<file path="src/hw/ism_pkg.sv">
package ism_pkg;
  // Character that announces readiness for the next operation
  localparam logic [7:0] READY_CHAR = 8'h21;
  // Monitor command selection codes
  localparam logic [3:0] SEL_ALARM_CLEAR  = 4'h0;
  localparam logic [3:0] SEL_IN_OPERATION = 4'h1;
  localparam logic [3:0] SEL_JOG_DIR      = 4'h2;
  localparam logic [3:0] SEL_DRIVE_READY  = 4'h3;
  localparam logic [3:0] SEL_EMERG_STOP   = 4'h4;
  localparam logic [3:0] SEL_HOME_DEFINED = 4'h5;
  localparam logic [3:0] SEL_HOLD         = 4'h6;
  localparam logic [3:0] SEL_HOME_LIMIT   = 4'h7;
  localparam logic [3:0] SEL_HOME_DONE    = 4'h8;
  localparam logic [3:0] SEL_HOME_START   = 4'h9;
  localparam logic [3:0] SEL_INTEG_OFF    = 4'ha;
  localparam logic [3:0] SEL_IN_POSITION  = 4'hb;
  localparam logic [3:0] SEL_JOG_REQ      = 4'hc;
  // ASCII digit base for the one-digit reply
  localparam logic [7:0] DIGIT_ZERO = 8'h30;
  // Register byte offsets
  localparam logic [11:0] OFS_CONFIG  = 12'h000;
  localparam logic [11:0] OFS_FF_GAIN = 12'h004;
  localparam logic [11:0] OFS_INPUTS  = 12'h008;
  localparam logic [11:0] OFS_OUTPUTS = 12'h00c;
  // Config field positions
  localparam int CFG_END_NOTICE = 0;
  localparam int CFG_PHASE      = 1;
  // Gain in units of 0.0001, 10000 = 1.0000
  localparam logic [13:0] FF_GAIN_MAX   = 14'h2710;
  localparam logic [13:0] FF_GAIN_RESET = 14'h2710;
  localparam logic        END_NOTICE_RESET = 1'b0;
  localparam logic        PHASE_RESET      = 1'b0;

  typedef struct packed {
    logic alarm_clear_input;
    logic jog_direction;
    logic emergency_stop_input;
    logic hold_input;
    logic home_limit_input;
    logic home_start_input;
    logic integral_off_input;
    logic jog_request;
  } ism_inputs_t;

  typedef struct packed {
    logic in_operation;
    logic drive_ready_output;
    logic home_defined_output;
    logic home_complete;
    logic in_position_output;
  } ism_outputs_t;
endpackage

</file>
<file path="src/hw/ism_top.sv">
// Notes on behaviour
// - Send 0x21 when operation completes, if enabled
// - Defer ready character until line editing ends
// - End notice bit: 0 silent, 1 send
// - Phase order bit: 0 A leads, 1 B
// - Input monitors show filtered, polarity-corrected state
// - Output monitors show state before timer, inversion
// - Alarm clear monitor: 0 off, 1 on
// - In-operation monitor: 0 idle, 1 busy
// - Jog direction monitor: 0 plus, 1 minus
// - Drive ready monitor: 0 alarm, 1 normal
// - Emergency stop monitor: 0 normal, 1 stop
// - Feed-forward gain 0..1.0000, zero disables
// - Home defined monitor: 0 undefined, 1 defined
// - Hold monitor: 0 normal, 1 hold
// - Home limit monitor: 1 near-home detected
// - Home complete: 1 only done and at home
// - Home start monitor: 1 start requested
// - Integral off monitor: 1 integral switched off
// - In-position: 1 completed and target held
// - Jog monitor: 1 accelerate, 0 decelerate
`timescale 1ns/1ns
`default_nettype none
module ism_top (
  input  wire logic                  clk_sys,
  input  wire logic                  reset,
  input  wire logic                  psel,
  input  wire logic                  penable,
  input  wire logic                  pwrite,
  input  wire logic [11:0]           paddr,
  input  wire logic [31:0]           pwdata,
  output logic      [31:0]           prdata,
  output logic                       pready,
  output logic                       pslverr,
  input  wire ism_pkg::ism_inputs_t  filtered_inputs,
  input  wire ism_pkg::ism_outputs_t function_outputs,
  input  wire logic                  operation_done,
  input  wire logic                  line_editing,
  input  wire logic                  monitor_cmd_valid,
  input  wire logic [3:0]            monitor_cmd_sel,
  output logic                       reply_valid,
  output logic      [7:0]            reply_char,
  input  wire logic                  reply_ready,
  output logic                       feedback_phase_order,
  output logic      [13:0]           feed_forward_gain,
  output logic                       feed_forward_enable
);
  logic                 end_notice_enable_q;
  logic                 phase_q;
  logic [13:0]          gain_q;
  logic                 notice_pend_q;
  logic                 mon_pend_q;
  logic [7:0]           mon_char_q;
  logic [7:0]           reply_q;
  logic                 reply_valid_q;
  logic [31:0]          prdata_q;
  logic                 mon_bit;
  logic                 wr_en;
  logic                 rd_en;
  logic                 addr_ok;
  ism_pkg::ism_inputs_t  in_s;
  ism_pkg::ism_outputs_t out_s;

  // Monitors sample the already-filtered and pre-inversion levels from the core
  assign in_s  = filtered_inputs;
  assign out_s = function_outputs;

  assign addr_ok = (paddr == ism_pkg::OFS_CONFIG) || (paddr == ism_pkg::OFS_FF_GAIN) ||
                   (paddr == ism_pkg::OFS_INPUTS) || (paddr == ism_pkg::OFS_OUTPUTS);
  assign wr_en   = psel && penable && pwrite;
  assign rd_en   = psel && penable && !pwrite;
  assign pready  = 1'b1;
  assign pslverr = psel && penable && !addr_ok;
  assign prdata  = prdata_q;

  always_ff @(posedge clk_sys) begin
    if (reset) begin
      end_notice_enable_q <= ism_pkg::END_NOTICE_RESET;
      phase_q             <= ism_pkg::PHASE_RESET;
    end else if (wr_en && paddr == ism_pkg::OFS_CONFIG) begin
      end_notice_enable_q <= pwdata[ism_pkg::CFG_END_NOTICE];
      phase_q             <= pwdata[ism_pkg::CFG_PHASE];
    end
  end

  // Out-of-range gain writes saturate at 1.0000 rather than wrap
  always_ff @(posedge clk_sys) begin
    if (reset) begin
      gain_q <= ism_pkg::FF_GAIN_RESET;
    end else if (wr_en && paddr == ism_pkg::OFS_FF_GAIN) begin
      if (pwdata[31:14] != 18'h00000 || pwdata[13:0] > ism_pkg::FF_GAIN_MAX) begin
        gain_q <= ism_pkg::FF_GAIN_MAX;
      end else begin
        gain_q <= pwdata[13:0];
      end
    end
  end

  assign feedback_phase_order = phase_q;
  assign feed_forward_gain    = gain_q;
  assign feed_forward_enable  = (gain_q != 14'h0000);

  // Read data is registered in the setup phase: it is valid throughout the access phase
  always_ff @(posedge clk_sys) begin
    if (reset) begin
      prdata_q <= 32'h00000000;
    end else if (psel && !penable && !pwrite) begin
      if (paddr == ism_pkg::OFS_CONFIG) begin
        prdata_q <= {30'h00000000, phase_q, end_notice_enable_q};
      end else if (paddr == ism_pkg::OFS_FF_GAIN) begin
        prdata_q <= {18'h00000, gain_q};
      end else if (paddr == ism_pkg::OFS_INPUTS) begin
        prdata_q <= {24'h000000, in_s};
      end else if (paddr == ism_pkg::OFS_OUTPUTS) begin
        prdata_q <= {27'h0000000, out_s};
      end else begin
        prdata_q <= 32'h00000000;
      end
    end
  end

  always_comb begin
    case (monitor_cmd_sel)
      ism_pkg::SEL_ALARM_CLEAR:  mon_bit = in_s.alarm_clear_input;
      ism_pkg::SEL_IN_OPERATION: mon_bit = out_s.in_operation;
      ism_pkg::SEL_JOG_DIR:      mon_bit = in_s.jog_direction;
      ism_pkg::SEL_DRIVE_READY:  mon_bit = out_s.drive_ready_output;
      ism_pkg::SEL_EMERG_STOP:   mon_bit = in_s.emergency_stop_input;
      ism_pkg::SEL_HOME_DEFINED: mon_bit = out_s.home_defined_output;
      ism_pkg::SEL_HOLD:         mon_bit = in_s.hold_input;
      ism_pkg::SEL_HOME_LIMIT:   mon_bit = in_s.home_limit_input;
      ism_pkg::SEL_HOME_DONE:    mon_bit = out_s.home_complete;
      ism_pkg::SEL_HOME_START:   mon_bit = in_s.home_start_input;
      ism_pkg::SEL_INTEG_OFF:    mon_bit = in_s.integral_off_input;
      ism_pkg::SEL_IN_POSITION:  mon_bit = out_s.in_position_output;
      ism_pkg::SEL_JOG_REQ:      mon_bit = in_s.jog_request;
      default:                   mon_bit = 1'b0;
    endcase
  end

  // Monitor reply latched at request time; one outstanding request, newer replaces
  always_ff @(posedge clk_sys) begin
    if (reset) begin
      mon_pend_q <= 1'b0;
      mon_char_q <= 8'h00;
    end else if (monitor_cmd_valid) begin
      mon_pend_q <= 1'b1;
      mon_char_q <= ism_pkg::DIGIT_ZERO | {7'h00, mon_bit};
    end else if (mon_pend_q && !reply_valid_q) begin
      mon_pend_q <= 1'b0;
    end
  end

  // Completion wins over the clear of the pending notice
  always_ff @(posedge clk_sys) begin
    if (reset) begin
      notice_pend_q <= 1'b0;
    end else if (operation_done && end_notice_enable_q) begin
      notice_pend_q <= 1'b1;
    end else if (!end_notice_enable_q) begin
      notice_pend_q <= 1'b0;
    end else if (!reply_valid_q && !mon_pend_q && !line_editing) begin
      notice_pend_q <= 1'b0;
    end
  end

  // Replies go first; the ready character waits for the editing line to close
  always_ff @(posedge clk_sys) begin
    if (reset) begin
      reply_valid_q <= 1'b0;
      reply_q       <= 8'h00;
    end else if (reply_valid_q) begin
      if (reply_ready) begin
        reply_valid_q <= 1'b0;
      end
    end else if (mon_pend_q) begin
      reply_valid_q <= 1'b1;
      reply_q       <= mon_char_q;
    end else if (notice_pend_q && !line_editing) begin
      reply_valid_q <= 1'b1;
      reply_q       <= ism_pkg::READY_CHAR;
    end
  end

  assign reply_valid = reply_valid_q;
  assign reply_char  = reply_q;
endmodule
`default_nettype wire

</file>
<file path="config.mk">
export PLATFORM = sky130hd
export DESIGN_NAME = ism_top
export DESIGN_NICKNAME = d
export VERILOG_FILES = /design/src/hw/ism_pkg.sv /design/src/hw/ism_top.sv
export SDC_FILE = /design/constraint.sdc
export NUM_CORES = 1
export LEC_CHECK = 0
export BUFFER_PORTS_ARGS = -buffer_cell sky130_fd_sc_hd__buf_2
export CAP_MARGIN = 15
export CORE_ASPECT_RATIO = 0.8
export CORE_MARGIN = 8
export CORE_UTILIZATION = 45
export CTS_BUF_LIST = sky130_fd_sc_hd__clkbuf_4
export DETAILED_ROUTE_END_ITERATION = 8
export GPL_ROUTABILITY_DRIVEN = 1
export PLACE_DENSITY = 0.83
export SYNTH_ARGS = -nofsm -noshare
export SYNTH_HDL_FRONTEND = slang
export SYNTH_SLANG_ARGS = --single-unit
</file>
<file path="constraint.sdc">
create_clock -name clk_sys -period 1.7 [get_ports clk_sys]
set_input_delay 0 -clock clk_sys [delete_from_list [all_inputs] [get_ports clk_sys]]
set_output_delay 0 -clock clk_sys [all_outputs]
set_load 0.01 [all_outputs]
</file>
==> metrics, run 1 <==
drt via density=between 5 and 6; status=complete, no violations; crit end category=flop; # fillers=approximately 410; sequential-to-total area share from yosys stat=roughly 35%; Final Hold Vio Count=0; overall power=~1.9 mW; num rows=22; Tot GR Track Use=18.6%; #FFs+latches synth=38; worst setup path endpoint=feed_forward_gain[2]; Least-Margin Pin Slew=approximately 0.76 ns; clk slew on worst S/H paths=about 0.12 ns; maximum clock frequency=~0.65 GHz; startpoint type of the worst setup path=input port; reg2reg setup slack=about 0.24 ns; final non-filler cell total=roughly 450; Seq. cell area=761 µm²; min Tclk post-route=approximately 1.5 ns; Worst-Skew Late Latency=about 0.35 ns; relative slew slack=between 40% and 50%; multi-input logic area=1210 µm²; syn_area_per_cell=roughly 8.1 µm²; Final Util=between 60 and 70%; ANT nets after route=0; post-synth top area share=roughly 35%; Port Buf Inserts=roughly 100; DRT iter0 DRCs=roughly 120; worst setup margin=between 0.15 and 0.2 ns; initial antenna violation count=0; final instance area=between 2000 and 3000 µm²; synth unique cells=just over 40; cell count after synthesis=approximately 270; worst r2r src=reply_valid; chip height=between 70 and 80 µm; share of layout cells above drive strength 1=between 30 and 40%; Gates resized, CTS repair=0; worst slack at placement=between 0.2 and 0.25 ns; Initial Util=between 40 and 50%; vias in the first global route=roughly 2400; Final Max Tran Viols=0; drt total wl=roughly 7000 µm; Core Footprint=around 4600 µm²; largest net degree at the start of global routing=28; RSZ-0062 raised after global routing=no; drt pass-1 iters=4; crit-path max FO=11; Top FF cell, synth=dfxtp_1; Final Wtd Congestion=roughly 0.89; Area Growth Syn to Fin=37.0%; Ys Warns=0; r2r endpoint=notice_pend_q; crit path kind=in2reg; Setup violations, final=0; Synth area leader=dfxtp_1; number of enable flip-flop cells after synthesis=0; Worst VDD drop=~0.42 mV; synthesized area=2150 µm²; htree depth=2; Worst Skew=between 0.015 and 0.02 ns; Detailed Place HPWL=5500 µm; postcts setup bufs=0; power per cell area=around 630 nW/µm²; Die Area=around 7300 µm²; TritonCTS Buffers=5; Via Count=around 2400; Post-CTS Hold Fix Bufs=21; Leak=around 1.3 nW; grt ovf=0; Die X=just over 90 µm; DRC errors left=0; WP data arrival=1.84 ns; Area contributors post-synth=dfxtp_1 (35%), buf_4 (8.4%), a21oi_1 (6.5%); max-cap viol count=0; placed cells=420; WP data required=around 2.0 ns; Clock Root Buffer=clkbuf_4; global-route wire length before repair=about 11000 µm; CTS tree=built; worst r2r path cells=3; CTS max path bufs=2; Critical Path Source=pwdata[0]; Tcrit/Tclk final=approximately 90%; DP Area=2650 µm²; min-delay worst type=in2reg; Post-synth top cells=dfxtp_1 (38), a21oi_1 (28), buf_4 (24), nand2_1 (20), nor2_1 (16); # diodes=0; I/O pins=129; FFs w/ async S/R, synth=0%; routed len/inst=around 16 µm; Hold Worst Slack=0.0326 ns; Layout Nets=around 460; clock sink total=38; TNS Setup=0 ns; most common cell in the netlist=dfxtp_1
-- state kept, by name (all words and copies together) (netlist names) --
| register | cells |
|---|---|
| end_notice_enable_q | 1 |
| feed_forward_gain | 14 |
| feedback_phase_order | 1 |
| mon_char_q | 2 |
| mon_pend_q | 1 |
| notice_pend_q | 1 |
| prdata | 14 |
| reply_char | 3 |
| reply_valid | 1 |
-- cells in the final DEF, fill, tap and decap left out, types with 2 or more instances in the layout --
| cell type | Yosys | final |
|---|---|---|
| o21ai_0 | 6 | 6 |
| nor2_1 | 16 | 16 |
| a211oi_1 | 6 | 6 |
| dlygate4sd3_1 | 0 | 21 |
| clkbuf_4 | 0 | 7 |
| nand3_1 | 8 | 8 |
| nor4_1 | 7 | 7 |
| a22oi_1 | 3 | 3 |
| o21ai_1 | 8 | 8 |
| nor3_1 | 9 | 9 |
| nand4_1 | 5 | 5 |
| nand2b_1 | 11 | 11 |
| and3_1 | 2 | 2 |
| mux4_2 | 2 | 2 |
| nor3b_1 | 4 | 4 |
| nand4b_1 | 2 | 2 |
| o211ai_1 | 2 | 2 |
| conb_1 | 2 | 24 |
| a21oi_1 | 28 | 28 |
| buf_4 | 24 | 5 |
| a31o_1 | 9 | 9 |
| nor2b_1 | 6 | 6 |
| dfxtp_1 | 38 | 38 |
| buf_2 | 3 | 104 |
| a311oi_1 | 2 | 2 |
| nor4_4 | 2 | 2 |
| nand3b_1 | 3 | 3 |
| and4_1 | 2 | 2 |
| o21a_1 | 2 | 2 |
| a31oi_1 | 5 | 5 |
| mux2i_1 | 2 | 2 |
| inv_1 | 7 | 7 |
| nand2_1 | 20 | 20 |
-- worst min path at each step --
stage | cells past startpoint | slack (ns) | end | from
detailed placement | 2 | 0.21 | notice_pend_q | operation_done
CTS | 4 | 0.02 | mon_char_q[0] | monitor_cmd_sel[3]
global route | 5 | 0.06 | prdata[3] | function_outputs[3]
global placement | 2 | 0.22 | notice_pend_q | operation_done
finish | 4 | 0.03 | mon_char_q[0] | monitor_cmd_sel[3]
floorplan | 2 | 0.09 | pslverr | psel
-- where the power goes --
part | leakage (nW) | internal (mW) | switching [mW]
Sequential | 0.308 | 0.901 | 0.00748
Combinational | 0.963 | 0.145 | 0.164
Clock | 0.0463 | 0.344 | 0.294
Total | 1.32 | 1.39 | 0.465
-- cell families (layout without fill, tap and decap cells) --
kind of cell / after synthesis / after routing / synth area share (%)
DFF: 38 / 38 / 35.4
and+or+nand+nor: 100 / 100 / 26.5
AOI/OAI and AO/OA: 77 / 77 / 22.7
muxes: 4 / 4 / 3.02
other: 2 / 24 / 0.349
buffers and inverters: 44 / 146 / 12.0
-- cell type report --
cell class,count,area share [%]
Clock inverter,1,1.02
Sequential cell,38,25.8
Clock buffer,7,1.78
Timing Repair Buffer,131,26.8
Inverter,7,0.892
Tap cell,60,2.55
Multi-Input combinational cell,205,41.2
-- metal layers --
metal	global-route usage, %	wire, µm
met1	21.4	2950
met2	31.4	3310
met3	6.44	755
met4	6.10	76
met5	0	0
-- critical path, stage by stage --
cell	delay, ns
dlygate4sd3_1	0.55
buf_2	0.14
o41ai_1	0.42
a311oi_1	0.15
nor3_1	0.20
buf_4	0.21
a31o_1	0.16
Note: power is estimated with default switching activity, not from simulation.
==> run 2: changes to the inputs <==
--- a/config.mk
+++ b/config.mk
@@ -13,7 +13,9 @@
 export CTS_BUF_LIST = sky130_fd_sc_hd__clkbuf_4
 export DETAILED_ROUTE_END_ITERATION = 8
 export GPL_ROUTABILITY_DRIVEN = 1
+export HOLD_SLACK_MARGIN = 0.1
 export PLACE_DENSITY = 0.83
+export SLEW_MARGIN = 10
 export SYNTH_ARGS = -nofsm -noshare
 export SYNTH_HDL_FRONTEND = slang
 export SYNTH_SLANG_ARGS = --single-unit
==> metrics, run 2 (synthesized netlist as in run 1, its figures left out) <==
DRC errors left=0; crit end category=flop; initial antenna violation count=0; grt ovf=0; Leak=between 1 and 1.5 nW; Initial Util=a little under half; crit path kind=in2reg; drt via density=5.35; routed len/inst=~16 µm; power per cell area=599 nW/µm²; Final Wtd Congestion=0.893; placed cells=between 400 and 500; Tot GR Track Use=between 20% and 30%; DP Area=2650 µm²; Area Growth Syn to Fin=47.0%; share of layout cells above drive strength 1=a little under a third; status=complete, no violations; htree depth=2; Tcrit/Tclk final=94.0%; Worst Skew=between 0.01 and 0.015 ns; Final Max Tran Viols=0; ANT nets after route=0; Die X=around 93 µm; Clock Root Buffer=clkbuf_4; RSZ-0062 raised after global routing=no; num rows=22; min-delay worst type=in2reg; global-route wire length before repair=about 12000 µm; Detailed Place HPWL=~5500 µm; most common cell after layout, fill and taps aside=buf_2; CTS max path bufs=2; Layout Nets=479; drt total wl=7560 µm; crit-path max FO=20; startpoint type of the worst setup path=input port; Final Hold Vio Count=0; drt pass-1 iters=4; Worst VDD drop=0.397 mV; overall power=1.89 mW; chip height=between 70 and 80 µm; largest net degree at the start of global routing=28; max-cap viol count=0; Worst-Skew Late Latency=between 0.3 and 0.4 ns; # diodes=0; TNS Setup=0 ns; clk slew on worst S/H paths=0.11 ns; WP data arrival=1.84 ns; min Tclk post-route=~1.6 ns; clock sink total=38; WP data required=slightly below 2 ns; Via Count=2513; TritonCTS Buffers=5; maximum clock frequency=between 0.6 and 0.7 GHz; relative slew slack=roughly half; I/O pins=between 100 and 150; final instance area=3160 µm²; CTS tree=built; Least-Margin Pin Slew=around 0.77 ns; commonest cells after routing, fill and taps aside=buf_2 (104), dlygate4sd3_1 (42), dfxtp_1 (38); final non-filler cell total=between 400 and 500; Die Area=around 7300 µm²; vias in the first global route=between 2000 and 3000; Setup violations, final=0; Port Buf Inserts=104; Core Footprint=roughly 4600 µm²; DRT iter0 DRCs=88; postcts setup bufs=0
==> run 2: cell types whose count changed in the layout (fill, tap and decap cells not counted), sizes merged <==
cell	delta
dlygate4sd3	+21
==> run 2: per-stage QoR <==
| stage | utilization (%) | setup slack [ns] | hold slack (ns) |
|---|---|---|---|
| finish | 68.8 | 0.101 | 0.135 |
| global route | 68.8 | 0.0332 | 0.154 |
| CTS | 68.7 | 0.0867 | 0.116 |
| detailed placement | 57.7 | 0.225 | 0.214 |
| global placement | 57.7 | 0.261 | 0.220 |
| floorplan | - | 0.444 | 0.0900 |
==> run 2: final cells by class <==
| cell class | count | area [µm²] |
|---|---|---|
| timing repair buffer | 152 | 998 |
| multi-input combinational | 205 | 1220 |
| inverter | 7 | 26.3 |
| sequential | 38 | 761 |
| clock buffer | 7 | 52.6 |
| fill | 384 | 1440 |
| tap | 60 | 75.1 |
| clock inverter | 1 | 30.0 |
==> run 2: power by group <==
group	internal, mW	total [mW]	switching, mW
Combinational	0.175	0.347	0.173
Clock	0.344	0.637	0.293
Sequential	0.901	0.908	0.00754
==> run 2: path summary, 6_finish.rpt <==
| kind | slack [ns] | end | from | depth (start not counted) |
|---|---|---|---|---|
| min | 0.13 | reply_char[4] | line_editing | 5 |
| max | 0.10 | feed_forward_gain[11] | paddr[3] | 7 |
| min reg2reg | 0.46 | prdata[12] | prdata[12] | 2 |
| max reg2reg | 0.24 | notice_pend_q | mon_pend_q | 3 |
==> run 2: critical path: stages <==
cell and delay [ns]:
buf_2 0.17, nor2b_1 0.38, and4_1 0.32, buf_12 0.16
a21oi_1 0.07, a31o_1 0.19, dlygate4sd3_1 0.54
==> run 2: per-layer routing <==
metal / vias up / wire length, µm / GRT usage (%)
li1: 1209 / - / -
met1: 1160 / 2930 / 22.2
met2: 133 / 3690 / 35.4
met3: 11 / 813 / 5.96
met4: 0 / 130 / 7.38
met5: - / 0 / 0
==> run 2: what timing repair did <==
item,in CTS,in global routing
hold buffers,42,0
setup endpoints to repair,0,2
endpoints found under the hold margin,29,0
resized for setup,0,1
==> run 3: changes to the inputs <==
--- a/config.mk
+++ b/config.mk
@@ -6,7 +6,7 @@
 export NUM_CORES = 1
 export LEC_CHECK = 0
 export BUFFER_PORTS_ARGS = -buffer_cell sky130_fd_sc_hd__buf_2
-export CAP_MARGIN = 15
+export CAP_MARGIN = 20
 export CORE_ASPECT_RATIO = 0.8
 export CORE_MARGIN = 8
 export CORE_UTILIZATION = 45
@@ -14,7 +14,7 @@
 export DETAILED_ROUTE_END_ITERATION = 8
 export GPL_ROUTABILITY_DRIVEN = 1
 export HOLD_SLACK_MARGIN = 0.1
-export PLACE_DENSITY = 0.83
+export PLACE_DENSITY_LB_ADDON = 0.08
 export SLEW_MARGIN = 10
 export SYNTH_ARGS = -nofsm -noshare
 export SYNTH_HDL_FRONTEND = slang
==> constraint.sdc (replaced) <==
create_clock -name clk_sys -period 1.7 [get_ports clk_sys]
set_input_delay 0.17 -clock clk_sys [delete_from_list [all_inputs] [get_ports clk_sys]]
set_output_delay 0.17 -clock clk_sys [all_outputs]
set_load 0.01 [all_outputs]
==> metrics, run 3 (synthesized netlist as in run 1, its figures left out) <==
Die X=around 93 µm; most common cell after layout, fill and taps aside=buf_2; Die Area=around 7300 µm²; multi-input logic area=approximately 1200 µm²; Final Hold Vio Count=0; worst hold path stage count=3; max-cap viol count=0; Area Growth Syn to Fin=35.2%; RSZ-0062 raised after global routing=no; drt via density=approximately 5.3; startpoint type of the worst setup path=input port; overall power=between 1.5 and 2 mW; num rows=22; # diodes=0; ANT nets after route=0; Hold Worst Slack=0.137 ns; status=complete, no violations; Initial Util=46.8%; CTS max path bufs=2; Worst Skew=roughly 0.012 ns; commonest cells after routing, fill and taps aside=buf_2 (102), dfxtp_1 (38), a21oi_1 (28); Core Footprint=around 4600 µm²; Leak=around 1.3 nW; Worst VDD drop=approximately 0.28 mV; TNS Setup=0 ns; Final Max Tran Viols=0; min Tclk post-route=1.55 ns; DRT iter0 DRCs=98; final instance area=2910 µm²; crit path kind=in2reg; min-delay worst type=in2reg; crit end category=flop; WP data required=a little under 2 ns; Setup violations, final=0; I/O pins=129; htree depth=2; global-route wire length before repair=~11000 µm; Port Buf Inserts=around 100; Final Wtd Congestion=roughly 0.86; largest net degree at the start of global routing=21; power per cell area=617 nW/µm²; Tcrit/Tclk final=between 90% and 100%; postcts setup bufs=0; Tot GR Track Use=between 10% and 20%; DRC errors left=0; WP data arrival=around 1.8 ns; initial antenna violation count=0; crit-path max FO=6; # fillers=441; Least-Margin Pin Slew=0.578 ns; worst r2r path cells=3; DP Area=between 2000 and 3000 µm²; Clock Root Buffer=clkbuf_4; Layout Nets=around 460; routed len/inst=~16 µm; drt total wl=roughly 7000 µm; TritonCTS Buffers=5; Detailed Place HPWL=roughly 5600 µm; Worst-Skew Late Latency=0.34 ns; clk slew on worst S/H paths=about 0.11 ns; grt ovf=0; chip height=slightly below 80 µm; drt pass-1 iters=4; clock sink total=38; vias in the first global route=2363; relative slew slack=between 60% and 70%; maximum clock frequency=0.646 GHz; share of layout cells above drive strength 1=34.0%; Final Util=about 63%; Via Count=between 2000 and 2500; Seq. cell area=between 700 and 800 µm²; CTS tree=built
## run 3: cell types whose count changed in the layout (fill, tap and decap cells not counted), moves of 2 or more
cell	previous run	this run
buf_2	104	102
buf_4	5	13
clkbuf_4	7	5
dlygate4sd3_1	42	12
## run 3: cell type report
cell class	instances	area share [%]
clock buffers	5	1.29
clock inverters	2	1.16
inverters	7	0.904
multi-input cells	205	42.2
flip-flops and latches	38	26.2
well taps	60	2.58
repair buffers	128	25.7
## run 3: final timing paths
path,end,slack [ns],from
setup / recovery,feed_forward_gain[5],0.15,pwdata[3]
hold / removal,feed_forward_gain[4],0.14,pwdata[4]
setup reg to reg,prdata[0],0.58,feed_forward_gain[0]
hold reg to reg,prdata[3],0.46,prdata[3]
## run 3: report_power, final
part	internal [mW]	switching [mW]
Clock	0.297	0.285
Sequential	0.901	0.00820
Combinational	0.140	0.161
Total	1.34	0.455
## run 3: per-stage QoR
stage / cells / setup WS (ns)
global placement: 427 / 0.144
finish: 445 / 0.152
floorplan: 287 / 0.274
CTS: 446 / 0.000553
global route: 445 / 0.0691
detailed placement: 427 / 0.106
## run 3: critical path: stages
cell and delay (ns):
dlygate4sd3_1 0.58, o41ai_2 0.36, a311oi_1 0.15, nor3_2 0.24
buf_4 0.19, a31o_1 0.15
## run 3: per-layer routing
metal / share of wire [%] / wire [µm] / GRT usage [%]
met2: 45 / 3130 / 29.7
met4: 1.0 / 72 / 5.14
met1: 45 / 3150 / 23.5
met5: 0 / 0 / 0
met3: 9.3 / 649 / 6.15
## run 3: what timing repair did
item / 4_1_cts / 5_1_grt
resized for setup: 0 / 4
hold endpoints to repair: 12 / 0
endpoints found under the setup margin: 0 / 11
hold buffers: 12 / 0
